[src/abu_pkg.sv]
// Notes on behaviour
// RQ1 - Enabled address match raises a breakpoint request.
// RQ2 - Break makes core insert a software interrupt.
// RQ3 - Vector is FFFC normally, FEFC in monitor.
// RQ4 - Software writing active flag one forces break.
// RQ5 - Software break taken before the next instruction.
// RQ6 - Opcode match: instruction waits for break routine.
// RQ7 - Operand match: instruction completes, then break.
// RQ8 - Return from interrupt ends the break state.
// RQ9 - Active flag: hardware sets, zero write clears.
// RQ10 - Enable bit seven, read/write, reset clears.
// RQ11 - Break address in high/low byte registers.
// RQ12 - Same address never refires until address rewritten.
// RQ13 - Other flags clearable in break only if enabled.
// RQ14 - Timer counter halted while break is active.
// RQ15 - Watchdog held off in monitor break if set.
// RQ16 - Flag shows wait mode left through a break.
// RQ17 - No address match break in wait or stop.
// RQ18 - Registers are byte wide, single cycle access.
package abu_pkg;

    // Register bus geometry.
    localparam int ABU_AW = 4;
    localparam int ABU_DW = 8;

    // Register offsets on the plain register port.
    localparam logic [3:0] OFS_STATUS_CONTROL = 4'h0;
    localparam logic [3:0] OFS_ADDRESS_HIGH = 4'h1;
    localparam logic [3:0] OFS_ADDRESS_LOW = 4'h2;
    localparam logic [3:0] OFS_AUXILIARY = 4'h3;
    localparam logic [3:0] OFS_BREAK_STATUS = 4'h4;
    localparam logic [3:0] OFS_FLAG_CONTROL = 4'h5;
    localparam logic [3:0] OFS_IRQ_STATUS = 4'h6;
    localparam logic [3:0] OFS_IRQ_MASK = 4'h7;

    // Field positions.
    localparam int BIT_ENABLE = 7;
    localparam int BIT_ACTIVE = 6;
    localparam int BIT_WDOG_OFF = 0;
    localparam int BIT_WAIT_EXIT = 1;
    localparam int BIT_CLEAR_EN = 7;
    localparam int BIT_IRQ_ENTRY = 0;
    localparam int BIT_IRQ_EXIT = 1;

    // Values after reset.
    localparam logic [7:0] RST_BYTE = 8'h00;
    localparam logic [15:0] RST_ADDR = 16'h0000;
    localparam logic [1:0] RST_IRQ = 2'h0;

    // Break vectors.
    localparam logic [15:0] VEC_NORMAL = 16'hFFFC;
    localparam logic [15:0] VEC_MONITOR = 16'hFEFC;

    // Break state of the core.
    typedef enum logic [0:0] {
        ABU_RUN = 1'b0,
        ABU_BRK = 1'b1
    } abu_state_t;

    // Status arriving from the core and integration logic.
    typedef struct packed {
        logic [15:0] addr;
        logic fetch;
        logic operand;
        logic return_from_interrupt_instruction;
        logic wait_md;
        logic stop_md;
        logic monitor;
        logic emul;
    } abu_cpu_t;

    // Controls leaving towards the core and other modules.
    typedef struct packed {
        logic breakpoint_request;
        logic swi_inject;
        logic break_state;
        logic timer_halt;
        logic watchdog_off;
        logic clear_allow;
    } abu_sys_t;

endpackage

[src/abu_cmp.sv]
`timescale 1ns/1ns
// Address comparator; purely combinational so an opcode hit lands in the fetch cycle.
module abu_cmp
    import abu_pkg::*;
(
    // Compared address and break address.
    input wire logic [15:0] cpu_addr_i,
    input wire logic [15:0] brk_addr_i,
    // Qualifiers.
    input wire logic enable_i,
    input wire logic valid_i,
    input wire logic low_power_i,
    input wire logic lock_i,
    // Result.
    output logic hit_o
);

    // Full sixteen bit compare, blocked in standby and after a hit.
    always_comb begin
        hit_o = 1'b0;
        if (enable_i && valid_i && !low_power_i && !lock_i) begin // RQ10 RQ17 RQ12
            hit_o = (cpu_addr_i == brk_addr_i); // RQ1
        end
    end

endmodule

[src/abu_top.sv]
`timescale 1ns/1ns
// Break unit: compares program addresses and steers the core into a break.
module abu_top
    import abu_pkg::*;
(
    // Clock and reset.
    input wire logic mclk_i,
    input wire logic rstn_i,
    // Register port.
    input wire logic [ABU_AW-1:0] addr_i,
    input wire logic [ABU_DW-1:0] wdata_i,
    input wire logic wr_i,
    input wire logic rd_i,
    output logic [ABU_DW-1:0] rdata_o,
    // Core side.
    input wire abu_cpu_t cpu_i,
    output abu_sys_t sys_o,
    output logic [15:0] vector_addr_o,
    // Interrupt.
    output logic irq_o
);

    // Select helper shared by the register decodes except the read data mux.
    function automatic logic sel(input logic [3:0] a, input logic [3:0] ofs);
        sel = (a == ofs);
    endfunction

    // Register contents.
    logic enable_ff; // Break enable.
    logic active_ff; // Break active flag.
    logic [7:0] addr_hi_ff; // Break address high byte.
    logic [7:0] addr_lo_ff; // Break address low byte.
    logic wdog_off_ff; // Watchdog off in monitor break.
    logic wait_exit_ff; // Wait left through a break.
    logic clear_en_ff; // Flag clears allowed in break.
    logic [1:0] irq_st_ff; // Sticky event bits.
    logic [1:0] irq_mask_ff; // Event mask.
    logic [7:0] rdata_ff; // Read data register.
    logic [15:0] vec_ff; // Vector towards the core.

    // Internal control.
    abu_state_t state_ff; // Run or break.
    logic pend_ff; // Break waiting for the next instruction boundary.
    logic lock_ff; // Blocks refire on the same address.
    logic hit; // Address match this cycle.
    logic req; // Breakpoint request this cycle.
    logic sw_set; // Software writes one to the active flag.
    logic wr_ctl; // Write to the status and control register.
    logic wr_adr; // Write to either address byte.
    logic rti_exit; // Return instruction leaves the break.
    logic [1:0] irq_ev; // Events of this cycle.

    // Write decodes.
    assign wr_ctl = wr_i && sel(addr_i, OFS_STATUS_CONTROL); // RQ18
    assign wr_adr = wr_i && (sel(addr_i, OFS_ADDRESS_HIGH) || sel(addr_i, OFS_ADDRESS_LOW));
    assign sw_set = wr_ctl && wdata_i[BIT_ACTIVE];

    // Comparator on the program address.
    abu_cmp u_cmp (
        .cpu_addr_i(cpu_i.addr),
        .brk_addr_i({addr_hi_ff, addr_lo_ff}),
        .enable_i(enable_ff),
        .valid_i(cpu_i.fetch || cpu_i.operand),
        .low_power_i(cpu_i.wait_md || cpu_i.stop_md),
        .lock_i(lock_ff),
        .hit_o(hit)
    );

    // An opcode hit breaks in the fetch cycle so the opcode runs only after the break; an
    // operand hit or software break waits for the next fetch boundary.
    assign req = (hit && cpu_i.fetch) || (pend_ff && cpu_i.fetch); // RQ6 RQ5 RQ7
    assign rti_exit = (state_ff == ABU_BRK) && cpu_i.return_from_interrupt_instruction && !req;

    // Outputs to the core and neighbouring modules.
    always_comb begin
        sys_o.breakpoint_request = req; // RQ1
        sys_o.swi_inject = req; // RQ2
        sys_o.break_state = (state_ff == ABU_BRK);
        sys_o.timer_halt = (state_ff == ABU_BRK); // RQ14
        sys_o.watchdog_off = (state_ff == ABU_BRK) && cpu_i.monitor && wdog_off_ff; // RQ15
        sys_o.clear_allow = (state_ff != ABU_BRK) || clear_en_ff; // RQ13
    end

    assign vector_addr_o = vec_ff;
    assign rdata_o = rdata_ff;

    // Vector follows the monitor mode one cycle late; it is resampled every cycle.
    always_ff @(posedge mclk_i or negedge rstn_i) begin
        if (!rstn_i) begin
            vec_ff <= VEC_NORMAL;
        end else begin
            vec_ff <= cpu_i.monitor ? VEC_MONITOR : VEC_NORMAL; // RQ3
        end
    end

    // Break enable bit.
    always_ff @(posedge mclk_i or negedge rstn_i) begin
        if (!rstn_i) begin
            enable_ff <= 1'b0; // RQ10
        end else if (wr_ctl) begin
            enable_ff <= wdata_i[BIT_ENABLE]; // RQ10
        end
    end

    // Active flag; a hardware set wins over a zero write in the same cycle.
    always_ff @(posedge mclk_i or negedge rstn_i) begin
        if (!rstn_i) begin
            active_ff <= 1'b0; // RQ9
        end else if (hit || sw_set) begin
            active_ff <= 1'b1; // RQ9 RQ4
        end else if (wr_ctl) begin
            active_ff <= 1'b0; // RQ9
        end
    end

    // Break address bytes.
    always_ff @(posedge mclk_i or negedge rstn_i) begin
        if (!rstn_i) begin
            addr_hi_ff <= RST_BYTE; // RQ11
            addr_lo_ff <= RST_BYTE; // RQ11
        end else if (wr_i) begin
            if (sel(addr_i, OFS_ADDRESS_HIGH)) begin
                addr_hi_ff <= wdata_i; // RQ11
            end
            if (sel(addr_i, OFS_ADDRESS_LOW)) begin
                addr_lo_ff <= wdata_i; // RQ11
            end
        end
    end

    // Refire lock: set by a hit, released only by a write to either address byte, so that
    // clearing the flag alone cannot retrigger on the routine's return.
    always_ff @(posedge mclk_i or negedge rstn_i) begin
        if (!rstn_i) begin
            lock_ff <= 1'b0;
        end else if (hit) begin
            lock_ff <= 1'b1; // RQ12
        end else if (wr_adr) begin
            lock_ff <= 1'b0; // RQ12
        end
    end

    // Pending break for operand hits and software requests.
    always_ff @(posedge mclk_i or negedge rstn_i) begin
        if (!rstn_i) begin
            pend_ff <= 1'b0;
        end else if (req) begin
            pend_ff <= 1'b0;
        end else if ((hit && !cpu_i.fetch) || sw_set) begin
            pend_ff <= 1'b1; // RQ7 RQ4
        end
    end

    // Break state of the core: entered on a request, left on return.
    always_ff @(posedge mclk_i or negedge rstn_i) begin
        if (!rstn_i) begin
            state_ff <= ABU_RUN;
        end else begin
            case (state_ff)
                ABU_RUN: begin
                    if (req) begin
                        state_ff <= ABU_BRK;
                    end
                end
                ABU_BRK: begin
                    if (rti_exit) begin
                        state_ff <= ABU_RUN; // RQ8
                    end
                end
                default: begin
                    state_ff <= ABU_RUN;
                end
            endcase
        end
    end

    // Auxiliary and flag control bits.
    always_ff @(posedge mclk_i or negedge rstn_i) begin
        if (!rstn_i) begin
            wdog_off_ff <= 1'b0; // RQ15
            clear_en_ff <= 1'b0;
        end else if (wr_i) begin
            if (sel(addr_i, OFS_AUXILIARY)) begin
                wdog_off_ff <= wdata_i[BIT_WDOG_OFF]; // RQ15
            end
            if (sel(addr_i, OFS_FLAG_CONTROL)) begin
                clear_en_ff <= wdata_i[BIT_CLEAR_EN]; // RQ13
            end
        end
    end

    // Wait exit flag; only meaningful in emulation. Writing one is ignored,
    // and a new set wins over a zero write.
    always_ff @(posedge mclk_i or negedge rstn_i) begin
        if (!rstn_i) begin
            wait_exit_ff <= 1'b0;
        end else if (req && cpu_i.wait_md && cpu_i.emul) begin
            wait_exit_ff <= 1'b1; // RQ16
        end else if (wr_i && sel(addr_i, OFS_BREAK_STATUS) && !wdata_i[BIT_WAIT_EXIT]) begin
            wait_exit_ff <= 1'b0; // RQ16
        end
    end

    // Event bits; a read clears them but an event in that cycle survives.
    assign irq_ev = {rti_exit, req};
    always_ff @(posedge mclk_i or negedge rstn_i) begin
        if (!rstn_i) begin
            irq_st_ff <= RST_IRQ;
        end else if (rd_i && sel(addr_i, OFS_IRQ_STATUS)) begin
            irq_st_ff <= irq_ev;
        end else begin
            irq_st_ff <= irq_st_ff | irq_ev;
        end
    end

    // Interrupt mask.
    always_ff @(posedge mclk_i or negedge rstn_i) begin
        if (!rstn_i) begin
            irq_mask_ff <= RST_IRQ;
        end else if (wr_i && sel(addr_i, OFS_IRQ_MASK)) begin
            irq_mask_ff <= wdata_i[1:0];
        end
    end

    assign irq_o = |(irq_st_ff & irq_mask_ff);

    // Read data one cycle after the strobe; unmapped offsets read zero.
    always_ff @(posedge mclk_i or negedge rstn_i) begin
        if (!rstn_i) begin
            rdata_ff <= RST_BYTE;
        end else if (rd_i) begin
            case (addr_i) // RQ18
                OFS_STATUS_CONTROL: rdata_ff <= {enable_ff, active_ff, 6'h00};
                OFS_ADDRESS_HIGH: rdata_ff <= addr_hi_ff;
                OFS_ADDRESS_LOW: rdata_ff <= addr_lo_ff;
                OFS_AUXILIARY: rdata_ff <= {7'h00, wdog_off_ff};
                OFS_BREAK_STATUS: rdata_ff <= {6'h00, wait_exit_ff, 1'h0};
                OFS_FLAG_CONTROL: rdata_ff <= {clear_en_ff, 7'h00};
                OFS_IRQ_STATUS: rdata_ff <= {6'h00, irq_st_ff};
                OFS_IRQ_MASK: rdata_ff <= {6'h00, irq_mask_ff};
                default: rdata_ff <= RST_BYTE;
            endcase
        end else begin
            rdata_ff <= RST_BYTE;
        end
    end
endmodule

[config.mk]
export PLATFORM = sky130hd
export DESIGN_NAME = abu_top
export DESIGN_NICKNAME = d
export VERILOG_FILES = /design/src/abu_pkg.sv /design/src/abu_cmp.sv /design/src/abu_top.sv
export SDC_FILE = /design/constraint.sdc
export NUM_CORES = 1
export LEC_CHECK = 0
export ABC_AREA = 1
export BUFFER_PORTS_ARGS = -buffer_cell sky130_fd_sc_hd__buf_4
export CAP_MARGIN = 20
export CORE_UTILIZATION = 40
export DETAILED_ROUTE_END_ITERATION = 8
export PLACE_DENSITY = 0.68
export SLEW_MARGIN = 20
export SYNTH_ARGS = -nofsm -noshare
export SYNTH_HDL_FRONTEND = slang
export SYNTH_SLANG_ARGS = --single-unit
[constraint.sdc]
create_clock -name mclk_i -period 4.3 [get_ports mclk_i]
set_clock_uncertainty 0.05 [all_clocks]
set_input_delay 0.645 -clock mclk_i [delete_from_list [all_inputs] [get_ports mclk_i]]
set_output_delay 0.645 -clock mclk_i [all_outputs]
set_load 0.1 [all_outputs]
==> impl_metrics.json, run 1 <==
{
  "synth_top_area_frac": 0.402,
  "track_usage": 0.193,
  "post_cts_resized": 0,
  "n_antenna_cell": 0,
  "wirelength_um": 5170,
  "required_ns": 3.61,
  "gp_congestion": 0.777,
  "die_x_um": 76.9,
  "route.detailed.drc": 0,
  "first_pass_iters": 6,
  "cts_htree_levels": 2,
  "rows": 26,
  "start_util": 0.428,
  "setup.worst_path.end_class": "output port",
  "outcome": "complete, no violations",
  "grt-ovfl-total": 0,
  "postCtsHoldBufs": 0,
  "synthTopCellsByArea": "dfrtp_1 40%, nand2_1 18%, inv_1 10%, buf_4 6.4%, nor2_1 4.0%",
  "final_area_um2": 2700,
  "synthCells": 324,
  "die-area_um2": 5910,
  "cts_made_buffers": 5,
  "syn2layout_area_growth_pct": 20.4,
  "clk_latency_ns": 0.29,
  "grt_pass1_vias": 1865,
  "cap_violations": 0,
  "finalSetupViolations": 0,
  "hold_viol": 0,
  "yosysSeqAreaShare": 0.414,
  "grt_max_degree": 38,
  "dpl.hpwl_um": 3970,
  "whs_ns": 0.252,
  "cp_slowest_stage_delay_ns": 0.29,
  "port_buffers": 54,
  "cts.clk_slew.worst_paths_ns": 0.07,
  "grt_pass1_wl_um": 8730,
  "slowest_stage": "buf_4",
  "post-route-util": 0.515,
  "dp_cells": 440,
  "final_common_cell": "nand2_1",
  "clock_path_buffers": 2,
  "yosys.area.top_type": "dfrtp_1",
  "irDropWorstVdd_mv": 0.246,
  "synth.distinct_cells": 27,
  "place_area_um2": 2620,
  "grt_busiest_layer": "met2",
  "drive_above_1_share": 0.204,
  "post_cts_buffers": 0,
  "clock-sinks": 37,
  "grtUsageMet3": 0.0381,
  "wl_per_cell_um": 11.5,
  "antenna_found_initial": 0,
  "rsz0062_at_grt": "false",
  "vias": 2002,
  "powerDensity_nw_per_um2": 441,
  "drt_iter0_drc": 152,
  "ios": 70,
  "avgSynthCellArea_um2": 6.92,
  "die_h_um": 76.9,
  "cts_tree": "done",
  "critPathKind": "in -> out",
  "syn_area_um2": 2240,
  "fin_crit_ns": 2.64,
  "fin_cells": 448,
  "met2_usage": 0.308,
  "crit_arrival_ns": 1.94,
  "cp_common_cell": "nand2_1",
  "detail-route-antenna-nets": 0,
  "report.final.slew_viol_count": 0,
  "final_cell_mix": "105 x nand2_1, 62 x inv_1, 54 x buf_4",
  "cts.root.buffer_cell": "clkbuf_8",
  "synth-seq-cells": 37,
  "fin_crit_sh": 0.614,
  "hold_class": "in -> async",
  "grtUsageMet1": 0.253,
  "viasPerCell": 4.47,
  "critical_path.cell_chain": "buf_4 -> inv_1 -> nand2_1 -> nand2_1 -> nor2_1 -> nand2_1 -> nor2_2 -> nand3_2 -> nand2_2 -> nand2_1 -> inv_1 -> buf_4",
  "cp_max_fo": 5,
  "core_um2": 5240,
  "nets": 416,
  "worstSetupStartpointType": "primary input",
  "fmax_ghz": 0.379,
  "p_leak_nw": 1.56,
  "ys_warn_count": 0,
  "tns_ns": 0
}
-- logic make-up (layout without fill, tap and decap cells) --
logic type | Yosys count | in the layout | synth area share
compound gates | 42 | 42 | 0.105
other cells | 2 | 15 | 0.00335
xor+xnor | 1 | 1 | 0.00391
simple gates | 156 | 156 | 0.290
buf+inv | 86 | 127 | 0.184
flops | 37 | 37 | 0.414
-- Yosys cell counts --
cell type and count:
a31oi_1 1, clkinv_2 2, nor3_1 1, clkinv_1 1
nand2_2 3, a21oi_1 7, inv_1 62, nand3_1 12
buf_6 2, o22ai_1 4, nand4_1 3, nand3_2 1
o21ai_2 4, nor2_1 24, dfrtp_1 36, xnor2_1 1
o21ai_0 12, conb_1 2, nor2_2 4, nand2_4 2
o21ai_1 12, dfstp_2 1, a211oi_1 1, o211ai_1 1
or2_2 1, buf_4 19, nand2_1 105
-- worst max-delay path, delay by kind of cell --
kind | cells | cell delay, ns
buffers and inverters | 4 | 0.53
AND/OR/NAND/NOR | 8 | 0.75
-- area by class of cell --
class | count | area [um^2]
clock buffer | 8 | 80.1
fill | 558 | 2540
inverter | 65 | 246
multi-input combinational | 214 | 952
sequential | 37 | 927
tap | 70 | 87.6
timing repair buffer | 54 | 405
-- stage by stage --
step / setup slack, ns / power, mW
2_1_floorplan: 1.12 / 0.870
3_3_place_gp: 1.67 / 0.954
3_5_place_dp: 1.64 / 0.964
4_1_cts: 1.63 / 1.20
5_1_grt: 1.51 / 1.27
6_report: 1.66 / 1.19
-- where the power goes --
group          switching, mW  leakage, nW  internal, mW
clock network          0.119       0.0395         0.115
logic                  0.364         1.05         0.125
registers             0.0518        0.473         0.416
total                  0.535         1.56         0.655
-- sequential cells by signal, indices dropped and copies added (netlist names) --
| signal | flops |
|---|---|
| lock_ff | 1 |
| rdata_o | 8 |
| enable_ff | 1 |
| addr_hi_ff | 8 |
| active_ff | 1 |
| addr_lo_ff | 8 |
| state_ff | 1 |
| wdog_off_ff | 1 |
| vector_addr_o | 1 |
| pend_ff | 1 |
| irq_st_ff | 2 |
| irq_mask_ff | 2 |
| wait_exit_ff | 1 |
| clear_en_ff | 1 |
-- path summary, 6_finish.rpt --
path                           startpoint          endpoint  slack (ns)  cells past startpoint
max reg2reg                 addr_lo_ff[4]           pend_ff        2.84                     11
min reg2reg                irq_mask_ff[1]    irq_mask_ff[1]        0.44                      2
max                              cpu_i[6]          sys_o[5]        1.66                     12
min in group mclk_i              cpu_i[1]  vector_addr_o[8]        0.42                      2
max in group asynchronous          rstn_i  vector_addr_o[8]        3.59                      1
min                                rstn_i        rdata_o[5]        0.25                      1
-- per-layer routing --
metal	up-vias	part of all wire
met2	45	0.49
li1	1052	-
met5	-	0
met1	898	0.45
met3	7	0.044
met4	0	0.018
No activity file was read; power rests on OpenSTA's default activity.
==> run 2, diff against run 1 <==
Clock period 4.3 ns to 2.7 ns, I/O delays scaled along.
==> run 2 against run 1 <==
Die area did not move. Critical path depth fell by 1. Non-clock buffer count did not move. Combinational power rose by 59%. Cell count did not move. Clock power rose by 72%. Hold slack got worse by 0.23 ns. Register-to-register slack got worse by 1.6 ns. Sequential share of layout area fell by 0.13 points. Utilization rose by 0.19 points. Via count rose by 1.0%. Critical path type is now reg -> out. Critical endpoint unchanged.
==> impl_metrics.json, run 2 (synthesis results as in run 1) <==
{
  "cp_max_fo": 4,
  "cp_slowest_stage_delay_ns": 0.39,
  "r2r_end": "pend_ff",
  "powerDensity_nw_per_um2": 711,
  "seq_power_share": 0.386,
  "switching_share": 0.445,
  "power_frac_clock": 0.209,
  "cp_top_family": "simple AND/OR/NAND/NOR gates",
  "outcome": "complete, no violations",
  "viasPerCell": 4.52,
  "fin_crit_sh": 0.851,
  "rsz0062_at_grt": "false",
  "core_um2": 5240,
  "route.detailed.drc": 0,
  "fmax_ghz": 0.435,
  "p_leak_nw": 1.56,
  "cts_htree_levels": 2,
  "drt_iter0_drc": 127,
  "fin_crit_ns": 2.30,
  "pre_cts_ws_ns": 0.532,
  "detail-route-antenna-nets": 0,
  "start_util": 0.428,
  "clock-sinks": 37,
  "irDropWorstVdd_mv": 0.355,
  "slowest_stage": "dfrtp_1",
  "n_antenna_cell": 0,
  "worstSetupStartpointType": "register",
  "clk_latency_ns": 0.29,
  "finalSetupViolations": 0,
  "timing.final.ws_setup_ns": 0.402,
  "syn2layout_area_growth_pct": 20.8,
  "internal-power_mw": 1.07,
  "nets": 416,
  "cap_violations": 0,
  "tns_ns": 0,
  "post_cts_resized": 0,
  "first_pass_iters": 4,
  "die_x_um": 76.9,
  "setup.worst_path.end_class": "output port",
  "port_buffers": 54,
  "post_cts_buffers": 0,
  "r2r_slack_ns": 1.27,
  "worstSetupStartpoint": "addr_lo_ff[4]",
  "cts_made_buffers": 5,
  "dp_cells": 440,
  "die-area_um2": 5910,
  "pwr-share-comb": 0.405,
  "reg2regPathDepth": 11,
  "cp_num_cells": 11,
  "cts.root.buffer_cell": "clkbuf_8",
  "track_usage": 0.189,
  "grt-ovfl-total": 0,
  "hold_class": "in -> async",
  "vias": 2023,
  "antenna_found_initial": 0,
  "rows": 26,
  "drive_above_1_share": 0.206,
  "crit_arrival_ns": 1.84,
  "grt_pass1_vias": 1926,
  "cp_num_buf_inv": 3,
  "cts_tree": "done",
  "critical_path.cell_chain": "inv_1 -> nand2_1 -> nand2_1 -> nor2_1 -> nand2_1 -> nor2_2 -> nand3_2 -> nand2_2 -> nand2_1 -> inv_1 -> buf_4",
  "grt_pass1_wl_um": 8740,
  "critPathKind": "reg -> out",
  "dpl.hpwl_um": 3870,
  "post-route-util": 0.517,
  "required_ns": 2.25,
  "hold_viol": 0,
  "final_common_cell": "nand2_1",
  "fin_cells": 448,
  "die_h_um": 76.9,
  "wl_per_cell_um": 11.3,
  "cp_common_cell": "nand2_1",
  "final_cell_mix": "105 x nand2_1, 62 x inv_1, 54 x buf_4",
  "r2r-start": "addr_lo_ff[4]",
  "endpoint": "sys_o[5]",
  "p_switching_uw": 856,
  "report.final.slew_viol_count": 0,
  "clock_path_buffers": 2,
  "grt_max_degree": 38,
  "whs_ns": 0.0194,
  "wirelength_um": 5080,
  "ios": 70,
  "postCtsHoldBufs": 0,
  "gp_congestion": 0.853,
  "cts.clk_slew.worst_paths_ns": 0.08
}
run 2: metrics by stage:
stage / area, um^2 / total power [mW]
3_3_place_gp: 2620 / 1.52
3_5_place_dp: 2620 / 1.53
4_1_cts: 2710 / 1.94
5_1_grt: 2710 / 2.05
6_report: 2710 / 1.92
2_1_floorplan: 2290 / 1.39
run 2: layout make-up:
cell class,count,area (um^2)
multi-input combinational,214,952
fill,520,2530
inverter,65,246
clock buffer,8,90.1
tap,70,87.6
timing repair buffer,54,405
sequential,37,927
run 2: worst min-delay path by stage:
stage	start	endpoint
6_report	rstn_i	addr_hi_ff[7]
5_1_grt	rstn_i	addr_hi_ff[7]
4_1_cts	rstn_i	addr_hi_ff[7]
3_5_place_dp	rstn_i	addr_lo_ff[5]
3_3_place_gp	rstn_i	addr_lo_ff[5]
2_1_floorplan	rstn_i	active_ff
run 2: per-layer routing:
layer,part of all wire,global-route usage,vias to the layer above
li1,-,-,1048
met1,0.45,0.245,907
met2,0.47,0.309,60
met3,0.057,0.0393,8
met4,0.019,0.0692,0
met5,0,0,-
run 2: power groups by stage:
| stage | Clock, mW | Combinational (mW) | Sequential, mW |
|---|---|---|---|
| finish | 0.402 | 0.779 | 0.743 |
| global route | 0.439 | 0.849 | 0.759 |
| CTS | 0.412 | 0.785 | 0.741 |
| detailed placement | 0 | 0.782 | 0.751 |
| global placement | 0 | 0.772 | 0.747 |
| floorplan | 0 | 0.616 | 0.771 |
